[config.mk]
export PLATFORM = sky130hd
export DESIGN_NAME = apss_seq
export DESIGN_NICKNAME = d
export VERILOG_FILES = /design/src/verilog/apss_pkg.sv /design/src/verilog/apss_sync.sv /design/src/verilog/apss_timer.sv /design/src/verilog/apss_seq.sv
export SDC_FILE = /design/constraint.sdc
export NUM_CORES = 1
export LEC_CHECK = 0
export BUFFER_PORTS_ARGS = -buffer_cell sky130_fd_sc_hd__buf_2
export CAP_MARGIN = 20
export CORE_ASPECT_RATIO = 1.75
export CORE_MARGIN = 4
export CORE_UTILIZATION = 45
export DETAILED_ROUTE_END_ITERATION = 8
export PLACE_DENSITY = 0.71
export SLEW_MARGIN = 20
export SYNTH_ARGS = -nofsm -noshare
export SYNTH_HDL_FRONTEND = slang
export SYNTH_SLANG_ARGS = --single-unit
[constraint.sdc]
create_clock -name core_clk -period 2.08 [get_ports core_clk]
set_input_delay 0.208 -clock core_clk [delete_from_list [all_inputs] [get_ports core_clk]]
set_output_delay 0.208 -clock core_clk [all_outputs]
set_load 0.01 [all_outputs]
[src/verilog/apss_pkg.sv]
package apss_pkg;

    // ------------------------------------------------------------
    // clock and timing
    // ------------------------------------------------------------
    localparam int unsigned CLK_MHZ          = 200;
    localparam int unsigned T_ABORT_US       = 3;
    localparam int unsigned T_RST_ABORT_US   = 6;
    localparam int unsigned T_FAST_SLEEP_US  = 15;
    localparam int unsigned T_FAST_STBY_US   = 85;
    localparam int unsigned T_SLEEP_MS       = 20;
    localparam int unsigned T_STBY_MS        = 20;
    localparam int unsigned T_SWRST_MS       = 28;
    localparam int unsigned T_POR_MS         = 10;
    localparam int unsigned T_HWRST_MS       = 10;
    localparam int unsigned ABORT_CYC        = T_ABORT_US * CLK_MHZ;
    localparam int unsigned RST_ABORT_CYC    = T_RST_ABORT_US * CLK_MHZ;
    localparam int unsigned FAST_SLEEP_CYC   = T_FAST_SLEEP_US * CLK_MHZ;
    localparam int unsigned FAST_STBY_CYC    = T_FAST_STBY_US * CLK_MHZ;
    localparam int unsigned SLEEP_CYC        = T_SLEEP_MS * 1000 * CLK_MHZ;
    localparam int unsigned STBY_CYC         = T_STBY_MS * 1000 * CLK_MHZ;
    localparam int unsigned SWRST_CYC        = T_SWRST_MS * 1000 * CLK_MHZ;
    localparam int unsigned POR_CYC          = T_POR_MS * 1000 * CLK_MHZ;
    localparam int unsigned HWRST_CYC        = T_HWRST_MS * 1000 * CLK_MHZ;
    localparam int unsigned SLEEP_PUP_CYC    = 1000;
    localparam int unsigned STBY_PUP_CYC     = 200;

    // ------------------------------------------------------------
    // register map (byte offsets)
    // ------------------------------------------------------------
    localparam logic [7:0] OFS_CTRL          = 8'h00;
    localparam logic [7:0] OFS_CMD           = 8'h04;
    localparam logic [7:0] OFS_STAT          = 8'h08;

    // control_reg_one fields
    localparam int unsigned CTRL_PD_LSB      = 0;
    localparam int unsigned CTRL_CAL_LSB     = 2;
    localparam logic [1:0]  CTRL_PD_RST      = 2'h0;
    localparam logic [1:0]  CTRL_CAL_RST     = 2'h0;
    // command register field
    localparam int unsigned CMD_KIND_LSB     = 0;
    // status fields
    localparam int unsigned STAT_PST_LSB     = 0;
    localparam int unsigned STAT_INRST_BIT   = 2;
    localparam int unsigned STAT_BUSY_BIT    = 3;
    localparam int unsigned STAT_CAL_BIT     = 4;

    // power_down_select encodings
    localparam logic [1:0] PD_SLEEP          = 2'h1;
    localparam logic [1:0] PD_STBY           = 2'h2;
    localparam logic [1:0] PD_RESET          = 2'h3;
    // command kinds
    localparam logic [1:0] KIND_PD           = 2'h1;
    localparam logic [1:0] KIND_CAL          = 2'h2;
    localparam logic [1:0] KIND_CONV         = 2'h3;
    // power_state_status encodings
    localparam logic [1:0] PST_CONV          = 2'h0;
    localparam logic [1:0] PST_SLEEP         = 2'h1;
    localparam logic [1:0] PST_STBY          = 2'h2;
    localparam logic [1:0] PST_RESET         = 2'h3;

    typedef enum logic [3:0] {
        APSS_RESET     = 4'h0,
        APSS_STBY      = 4'h1,
        APSS_SLEEP     = 4'h2,
        APSS_TO_SLEEP  = 4'h3,
        APSS_TO_STBY   = 4'h4,
        APSS_PWRUP     = 4'h5,
        APSS_CONV      = 4'h6,
        APSS_CAL       = 4'h7,
        APSS_SWRST     = 4'h8
    } apss_state_e;

endpackage : apss_pkg

[src/verilog/apss_sync.sv]
`timescale 1ns/100ps
module apss_sync #(
    parameter int unsigned WIDTH = 2
) (
    input  wire logic             core_clk,
    input  wire logic             rst_n,
    input  wire logic [WIDTH-1:0] async_in,
    output logic      [WIDTH-1:0] sync_out
);

    logic [WIDTH-1:0] meta_reg;

    // resets to all ones: the pins it carries are active-low resets
    always_ff @(posedge core_clk) begin
        if (!rst_n) begin
            meta_reg <= '1;
            sync_out <= '1;
        end else begin
            meta_reg <= async_in;
            sync_out <= meta_reg;
        end
    end

endmodule : apss_sync

[src/verilog/apss_timer.sv]
`timescale 1ns/100ps
module apss_timer #(
    parameter int unsigned WIDTH = 32
) (
    input  wire logic             core_clk,
    input  wire logic             rst_n,
    input  wire logic             load,
    input  wire logic [WIDTH-1:0] load_val,
    output logic                  done
);

    logic [WIDTH-1:0] cnt_reg;

    // done pulses load_val cycles after the load edge
    always_ff @(posedge core_clk) begin
        if (!rst_n) begin
            cnt_reg <= '0;
            done    <= 1'b0;
        end else if (load) begin
            cnt_reg <= load_val;
            done    <= 1'b0;
        end else begin
            done <= (cnt_reg == WIDTH'(1));
            if (cnt_reg != '0) begin
                cnt_reg <= cnt_reg - WIDTH'(1);
            end
        end
    end

endmodule : apss_timer

[src/verilog/apss_seq.sv]
`timescale 1ns/100ps
module apss_seq #(
    parameter int unsigned SLEEP_PUP_CYC = apss_pkg::SLEEP_PUP_CYC,
    parameter int unsigned STBY_PUP_CYC  = apss_pkg::STBY_PUP_CYC,
    parameter int unsigned SLEEP_CYC     = apss_pkg::SLEEP_CYC,
    parameter int unsigned STBY_CYC      = apss_pkg::STBY_CYC,
    parameter int unsigned SWRST_CYC     = apss_pkg::SWRST_CYC,
    parameter int unsigned POR_CYC       = apss_pkg::POR_CYC,
    parameter int unsigned HWRST_CYC     = apss_pkg::HWRST_CYC,
    parameter int unsigned FAST_STBY_CYC = apss_pkg::FAST_STBY_CYC
) (
    input  wire logic        core_clk,
    input  wire logic        rst_n,
    input  wire logic        wb_cyc_i,
    input  wire logic        wb_stb_i,
    input  wire logic        wb_we_i,
    input  wire logic [7:0]  wb_adr_i,
    input  wire logic [3:0]  wb_sel_i,
    input  wire logic [31:0] wb_dat_i,
    output logic      [31:0] wb_dat_o,
    output logic             wb_ack_o,
    input  wire logic        hw_reset_n,
    input  wire logic        por_n,
    input  wire logic        cal_done,
    output logic             conv_run,
    output logic             cal_run,
    output logic             analog_on,
    output logic             regs_default
);

    // ------------------------------------------------------------
    // delay loads
    // ------------------------------------------------------------
    // the timer load is registered and done is registered, so two
    // cycles of the budget are spent in the handshake
    function automatic logic [31:0] apss_dly(input int unsigned cyc);
        apss_dly = (cyc > 2) ? 32'(cyc - 2) : 32'h1;
    endfunction : apss_dly

    localparam logic [31:0] LD_SLEEP     = apss_dly(SLEEP_CYC);
    localparam logic [31:0] LD_STBY      = apss_dly(STBY_CYC);
    localparam logic [31:0] LD_SWRST     = apss_dly(SWRST_CYC);
    localparam logic [31:0] LD_POR       = apss_dly(POR_CYC);
    localparam logic [31:0] LD_HWRST     = apss_dly(HWRST_CYC);
    localparam logic [31:0] LD_ABORT     = apss_dly(apss_pkg::ABORT_CYC);
    localparam logic [31:0] LD_RST_ABORT = apss_dly(apss_pkg::RST_ABORT_CYC);
    localparam logic [31:0] LD_PUP_SLEEP = apss_dly(SLEEP_PUP_CYC + apss_pkg::ABORT_CYC);
    localparam logic [31:0] LD_PUP_STBY  = apss_dly(STBY_PUP_CYC + apss_pkg::ABORT_CYC);

    // ------------------------------------------------------------
    // pin synchronisers
    // ------------------------------------------------------------
    logic [1:0] pins_sync;
    logic       hw_rst_s_n;
    logic       por_s_n;

    apss_sync #(
        .WIDTH    (2)
    ) u_sync (
        .core_clk (core_clk),
        .rst_n    (rst_n),
        .async_in ({hw_reset_n, por_n}),
        .sync_out (pins_sync)
    );

    assign hw_rst_s_n = pins_sync[1];
    assign por_s_n    = pins_sync[0];

    // ------------------------------------------------------------
    // state
    // ------------------------------------------------------------
    apss_pkg::apss_state_e state_reg;
    apss_pkg::apss_state_e target_reg;
    logic [1:0]            pstat_reg;
    logic                  in_reset_reg;
    logic                  tmr_load_reg;
    logic [31:0]           tmr_val_reg;
    logic                  tmr_done;
    logic [1:0]            pd_sel_reg;
    logic [1:0]            cal_sel_reg;
    logic                  hw_seen_reg;
    logic                  por_seen_reg;

    apss_timer #(
        .WIDTH    (32)
    ) u_timer (
        .core_clk (core_clk),
        .rst_n    (rst_n),
        .load     (tmr_load_reg),
        .load_val (tmr_val_reg),
        .done     (tmr_done)
    );

    // ------------------------------------------------------------
    // wishbone slave
    // ------------------------------------------------------------
    logic       bus_req;
    logic       wr_ctrl;
    logic       wr_cmd;
    logic [1:0] cmd_kind;
    logic       stable;
    logic       cmd_conv;
    logic       cmd_pd;
    logic       cmd_cal;

    // every field of this block sits in byte lane 0, so a write needs that lane
    function automatic logic apss_wr_hit(input logic       we,
                                         input logic [3:0] sel,
                                         input logic [7:0] adr,
                                         input logic [7:0] ofs);
        apss_wr_hit = we & sel[0] & (adr == ofs);
    endfunction : apss_wr_hit

    // answers every access one cycle after it is taken
    assign bus_req  = wb_cyc_i & wb_stb_i & ~wb_ack_o;
    assign wr_ctrl  = bus_req & apss_wr_hit(wb_we_i, wb_sel_i, wb_adr_i, apss_pkg::OFS_CTRL);
    assign wr_cmd   = bus_req & apss_wr_hit(wb_we_i, wb_sel_i, wb_adr_i, apss_pkg::OFS_CMD);
    assign cmd_kind = wb_dat_i[apss_pkg::CMD_KIND_LSB +: 2];
    // one decode per command kind, shared by every state that takes it
    assign cmd_conv = wr_cmd & (cmd_kind == apss_pkg::KIND_CONV);
    assign cmd_pd   = wr_cmd & (cmd_kind == apss_pkg::KIND_PD);
    assign cmd_cal  = wr_cmd & (cmd_kind == apss_pkg::KIND_CAL);
    // a command is accepted only in a settled state; nothing is queued
    assign stable   = (state_reg == apss_pkg::APSS_STBY) | (state_reg == apss_pkg::APSS_SLEEP) |
                      (state_reg == apss_pkg::APSS_CONV) | (state_reg == apss_pkg::APSS_CAL);

    always_ff @(posedge core_clk) begin
        if (!rst_n) begin
            wb_ack_o <= 1'b0;
        end else begin
            wb_ack_o <= bus_req;
        end
    end

    always_ff @(posedge core_clk) begin
        if (!rst_n) begin
            wb_dat_o <= 32'h0;
        end else if (bus_req & ~wb_we_i) begin
            case (wb_adr_i)
                apss_pkg::OFS_CTRL: begin
                    wb_dat_o <= {28'h0, cal_sel_reg, pd_sel_reg};
                end
                apss_pkg::OFS_STAT: begin
                    wb_dat_o <= {27'h0, cal_run, ~stable, in_reset_reg, pstat_reg};
                end
                default: begin
                    wb_dat_o <= 32'h0;
                end
            endcase
        end
    end

    // control register; locked while a reset sequence runs
    always_ff @(posedge core_clk) begin
        if (!rst_n || regs_default) begin
            pd_sel_reg  <= apss_pkg::CTRL_PD_RST;
            cal_sel_reg <= apss_pkg::CTRL_CAL_RST;
        end else if (wr_ctrl && !in_reset_reg) begin
            pd_sel_reg  <= wb_dat_i[apss_pkg::CTRL_PD_LSB +: 2];
            cal_sel_reg <= wb_dat_i[apss_pkg::CTRL_CAL_LSB +: 2];
        end
    end

    // ------------------------------------------------------------
    // reset pin edge tracking
    // ------------------------------------------------------------
    // a held pin pulses regs_default once, not on every cycle; the sequence restarts every cycle
    always_ff @(posedge core_clk) begin
        if (!rst_n) begin
            hw_seen_reg  <= 1'b0;
            por_seen_reg <= 1'b0;
        end else begin
            hw_seen_reg  <= ~hw_rst_s_n;
            por_seen_reg <= ~por_s_n;
        end
    end

    // ------------------------------------------------------------
    // power state machine
    // ------------------------------------------------------------
    always_ff @(posedge core_clk) begin
        if (!rst_n) begin
            state_reg    <= apss_pkg::APSS_RESET;
            target_reg   <= apss_pkg::APSS_STBY;
            pstat_reg    <= apss_pkg::PST_RESET;
            in_reset_reg <= 1'b1;
            tmr_load_reg <= 1'b1;
            tmr_val_reg  <= LD_POR;
            regs_default <= 1'b1;
        end else begin
            tmr_load_reg <= 1'b0;
            regs_default <= 1'b0;
            if (!por_s_n) begin
                // held in reset while supplies are low; count starts on release
                state_reg    <= apss_pkg::APSS_RESET;
                pstat_reg    <= apss_pkg::PST_RESET;
                in_reset_reg <= 1'b1;
                tmr_load_reg <= 1'b1;
                tmr_val_reg  <= LD_POR;
                regs_default <= ~por_seen_reg;
            end else if (!hw_rst_s_n) begin
                state_reg    <= apss_pkg::APSS_RESET;
                pstat_reg    <= apss_pkg::PST_RESET;
                in_reset_reg <= 1'b1;
                tmr_load_reg <= 1'b1;
                tmr_val_reg  <= LD_HWRST;
                regs_default <= ~hw_seen_reg;
            end else begin
                case (state_reg)
                    apss_pkg::APSS_RESET, apss_pkg::APSS_SWRST: begin
                        // commands of every kind are ignored here
                        if (tmr_done) begin
                            state_reg    <= apss_pkg::APSS_STBY;
                            pstat_reg    <= apss_pkg::PST_STBY;
                            in_reset_reg <= 1'b0;
                        end
                    end
                    apss_pkg::APSS_STBY, apss_pkg::APSS_SLEEP: begin
                        if (cmd_conv) begin
                            state_reg    <= apss_pkg::APSS_PWRUP;
                            target_reg   <= apss_pkg::APSS_CONV;
                            tmr_load_reg <= 1'b1;
                            tmr_val_reg  <= (state_reg == apss_pkg::APSS_SLEEP) ?
                                            LD_PUP_SLEEP : LD_PUP_STBY;
                        end else if (cmd_pd) begin
                            if (pd_sel_reg == apss_pkg::PD_SLEEP &&
                                state_reg == apss_pkg::APSS_STBY) begin
                                state_reg    <= apss_pkg::APSS_TO_SLEEP;
                                tmr_load_reg <= 1'b1;
                                tmr_val_reg  <= LD_SLEEP;
                            end else if (pd_sel_reg == apss_pkg::PD_STBY &&
                                         state_reg == apss_pkg::APSS_SLEEP) begin
                                state_reg    <= apss_pkg::APSS_TO_STBY;
                                tmr_load_reg <= 1'b1;
                                tmr_val_reg  <= LD_STBY;
                            end else if (pd_sel_reg == apss_pkg::PD_RESET &&
                                         state_reg == apss_pkg::APSS_STBY) begin
                                state_reg    <= apss_pkg::APSS_SWRST;
                                pstat_reg    <= apss_pkg::PST_RESET;
                                in_reset_reg <= 1'b1;
                                regs_default <= 1'b1;
                                tmr_load_reg <= 1'b1;
                                tmr_val_reg  <= LD_SWRST;
                            end
                        end else if (cmd_cal &&
                                     state_reg == apss_pkg::APSS_STBY) begin
                            state_reg <= apss_pkg::APSS_CAL;
                        end
                    end
                    apss_pkg::APSS_CONV, apss_pkg::APSS_CAL: begin
                        if (cmd_pd &&
                            pd_sel_reg == apss_pkg::PD_RESET) begin
                            state_reg    <= apss_pkg::APSS_SWRST;
                            pstat_reg    <= apss_pkg::PST_RESET;
                            in_reset_reg <= 1'b1;
                            regs_default <= 1'b1;
                            tmr_load_reg <= 1'b1;
                            tmr_val_reg  <= LD_RST_ABORT;
                        end else if (cmd_pd &&
                                     pd_sel_reg == apss_pkg::PD_SLEEP) begin
                            state_reg    <= apss_pkg::APSS_TO_SLEEP;
                            tmr_load_reg <= 1'b1;
                            tmr_val_reg  <= LD_ABORT;
                        end else if (cmd_pd &&
                                     pd_sel_reg == apss_pkg::PD_STBY) begin
                            state_reg    <= apss_pkg::APSS_TO_STBY;
                            tmr_load_reg <= 1'b1;
                            tmr_val_reg  <= LD_ABORT;
                        end else if (wr_ctrl && state_reg == apss_pkg::APSS_CONV) begin
                            state_reg    <= apss_pkg::APSS_TO_STBY;
                            tmr_load_reg <= 1'b1;
                            tmr_val_reg  <= LD_ABORT;
                        end else if (state_reg == apss_pkg::APSS_CAL && cal_done) begin
                            state_reg <= apss_pkg::APSS_STBY;
                            pstat_reg <= apss_pkg::PST_STBY;
                        end
                    end
                    apss_pkg::APSS_TO_SLEEP: begin
                        if (tmr_done) begin
                            state_reg <= apss_pkg::APSS_SLEEP;
                            pstat_reg <= apss_pkg::PST_SLEEP;
                        end
                    end
                    apss_pkg::APSS_TO_STBY: begin
                        if (tmr_done) begin
                            state_reg <= apss_pkg::APSS_STBY;
                            pstat_reg <= apss_pkg::PST_STBY;
                        end
                    end
                    apss_pkg::APSS_PWRUP: begin
                        if (tmr_done) begin
                            state_reg <= target_reg;
                            pstat_reg <= apss_pkg::PST_CONV;
                        end
                    end
                    default: begin
                        state_reg <= apss_pkg::APSS_RESET;
                    end
                endcase
            end
        end
    end

    // ------------------------------------------------------------
    // power and activity outputs
    // ------------------------------------------------------------
    // analog stays on through the sleep entry so it powers down last
    always_ff @(posedge core_clk) begin
        if (!rst_n) begin
            conv_run  <= 1'b0;
            cal_run   <= 1'b0;
            analog_on <= 1'b0;
        end else begin
            conv_run  <= (state_reg == apss_pkg::APSS_CONV);
            cal_run   <= (state_reg == apss_pkg::APSS_CAL);
            analog_on <= (state_reg != apss_pkg::APSS_SLEEP) &&
                         (state_reg != apss_pkg::APSS_RESET);
        end
    end

endmodule : apss_seq

==> impl_metrics.ini <==
[routing]
first_pass_iters = 4
drt_wl_total_um = 11250
vias = 3927
drc = 0
first_iter_violations = 241
wl_per_cell_um = 15.91
ant_nets = 0
vias_per_cell = 5.554

[sta]
hold_slack_ns = 0.06123
finalHoldViolCount = 0
fin_setup_tns_ns = -0.09342
finClkSkew_ns = 0.006798
period_needed_ns = 2.173
rsz0062_at_grt = yes
finalMaxSlewViolations = 0
fmaxAchievable_mhz = 460.1
setup_violations = 1
worst_slack_ns = -0.09342
finalCritPeriodShare_pct = 104.5

[run_status]
status = finished, violations left
failed_checks = negative setup slack

[cts]
clockRootBuffer = clkbuf_16
clkLatencyLatePin_ns = 0.34
cts_max_path_buffers = 2
post_cts_buffers = 0
ctsHoldBuffers = 0
cts_made_buffers = 9
htreeDepth = 3
path_clk_slew_ns = 0.06
clock_sinks = 77
tritoncts = yes

[synthesis]
synth_area_per_cell_um2 = 7.998
async_flop_share_pct = 0
syn_area_um2 = 4079
synthCells = 510
synth_cell_type_count = 64
synth_edf_count = 0
synth.yosys.warnings = 0
synthFlopType = dfxtp_1
synth-seq-cells = 77
ys_seq_area_share_pct = 37.79

[grt]
antenna_found_initial = 0
grt_pass1_vias = 3911
grt_max_degree = 26
use_met3_pct = 3.898
grt_overflow = 0
grt_pass1_wl_um = 17930
grt_usage_pct = 21.37
use_met2_pct = 40.08
top_usage_layer = met2
grt_util_met1_pct = 19.78

[layout]
final_util_pct = 57.48
layout-drive-gt1-share_pct = 23.73
final_cell_area_um2 = 5049
antenna_cells = 0
largest_reg_flops = 32
syn2layout_area_growth_pct = 23.77
nets = 640

[setup_path]
cpMostUsedCell = or4_4
startpoint = u_timer.cnt_reg[18]$_SDFFE_PN0P_
worst_setup_path_end_kind = register
cp.required_ns = 2.30
path_cells = or4_4 > or3_4 > or4_4 > xnor2_2 > a32o_1
crit_path_max_fanout = 3
cp_slowest_cell = or4_4
critPathKind = register to register
crit_arrival_ns = 2.40
r2r_start = u_timer.cnt_reg[18]$_SDFFE_PN0P_
slowest_delay_ns = 0.55
start_kind = register

[placement]
hpwl_um = 8556
port_buffers = 30
gp_congestion = 1.009
dpl_cell_area_um2 = 4623

[power_and_ir_drop]
p_per_area_nw_per_um2 = 774.5
leakage_nw = 2.072
ir_worst_vdd_uv = 532.1

[die]
rows = 45
core_area_um2 = 8783
initial_core_util_pct = 46.44
die_h_um = 133.9
num_io_pins = 89
die_w_um = 79.97
die_area_um2 = 10710

[run]
cap_violations = 0

[min_path]
hold_start = por_n
hp-class = primary input to register
routing by layer:
layer	wire, um	share of wire (%)	vias up
met5	0	0	-
li1	-	-	1917
met3	391	3.5	44
met4	655	5.8	0
met1	3944	35	1844
met2	6256	56	122
timing repair:
| action | 4_1_cts | 5_1_grt |
|---|---|---|
| endpoints found under the setup margin | 23 | 32 |
| hold endpoints to repair | 0 | 0 |
| gates resized for setup | 8 | 24 |
| pin swaps | 1 | 3 |
synthesized netlist by cell type (3+ instances only):
library cell  count  share of area [%]
o21ai_1           4               0.49
nand3_1          21                2.6
ha_1              3               0.92
nor2_1           58                5.3
and3_1            5               0.77
nor2b_1           9                1.4
dfxtp_1          77                 38
buf_2             4               0.49
a31oi_1           3               0.46
inv_1            15                1.4
nor3_1           19                2.3
xor2_1            7                1.5
clkbuf_1         19                1.7
buf_4            28                5.2
mux2i_1           9                2.2
o21ai_0          22                2.7
a211o_1           4               0.86
or3_1             6               0.92
a21oi_1          47                5.8
or4_1             5               0.92
nand2_1          39                3.6
nand3b_1          3               0.55
nor4_1           10                1.5
nand2b_1          9                1.4
and3b_1           3               0.64
mux2_2            3               0.83
nand4_1           9                1.4
a211oi_1          4               0.74
xnor2_1          17                3.7
o21a_1            3               0.55
worst paths after layout:
kind                                                    endpoint  slack (ns)  cells after the start
worst min-delay path               u_sync.meta_reg[0]$_SDFF_PN1_        0.06                      2
worst max register to register  u_timer.cnt_reg[22]$_SDFFE_PN0P_       -0.09                      5
worst min register to register     u_sync.sync_out[1]$_SDFF_PN1_        0.40                      1
worst max-delay path            u_timer.cnt_reg[22]$_SDFFE_PN0P_       -0.09                      5
cell type report:
class	count	area, um2
Sequential cell	77	1549
Multi-Input combinational cell	392	2384
Timing Repair Buffer	90	620.6
Fill cell	812	3735
Inverter	15	56.30
Clock inverter	6	53.80
Tap cell	117	146.4
Clock buffer	10	239.0
worst max-delay path, delay by kind of cell (launching register included):
kind	cells	cell delay (ns)
AO/OA/AOI/OAI	1	0.22
flip-flops	1	0.31
XOR/XNOR	1	0.16
AND/OR/NAND/NOR	3	1.36
stage by stage:
step | power, W | worst slack (ns) | instances
finish | 0.003910 | -0.09342 | 707
global route | 0.004085 | -0.1160 | 707
CTS | 0.003911 | -0.09742 | 707
detailed placement | 0.002377 | -0.1077 | 691
global placement | 0.002358 | -0.04641 | 691
floorplan | 0.002143 | 0.02096 | 536
cells by family (layout without fill, tap and decap cells):
group           count (synthesis)  after routing  share of synthesized area (%)
flops                          77             77                          37.79
xor+xnor                       24             24                          5.153
simple gates                  213            213                          26.87
other cells                     1             27                        0.09194
fa+ha+maj                       3              3                         0.9203
compound gates                113            113                          17.09
buf+inv                        67            121                          9.049
mux                            12             12                          3.037
cell usage in the layout (no fill, tap or decap), types with 4 or more instances in the layout:
cell type  netlist  layout
a211o_1          4       4
a211oi_1         4       4
a21oi_1         47      46
and3_1           5       4
buf_2            4      30
buf_4           28      57
clkbuf_16        0       9
conb_1           1      27
dfxtp_1         77      73
inv_1           15      15
mux2i_1          9       9
nand2_1         39      39
nand2b_1         9       9
nand3_1         21      21
nand4_1          9       9
nor2_1          58      57
nor2b_1          9       9
nor3_1          19      16
nor4_1          10       5
nor4_2           1       4
o21ai_0         22      21
o21ai_1          4       5
or3_1            6       5
or4_1            5       4
xnor2_1         17      16
xor2_1           7       7
report_power, final:
group          internal (W)  switching (W)  total [W]
sequential          0.00158      0.0000786    0.00166
clock              0.000861       0.000655    0.00152
combinational      0.000322       0.000415   0.000738
total               0.00276        0.00115    0.00391
No activity file was read; power rests on OpenSTA's default activity.
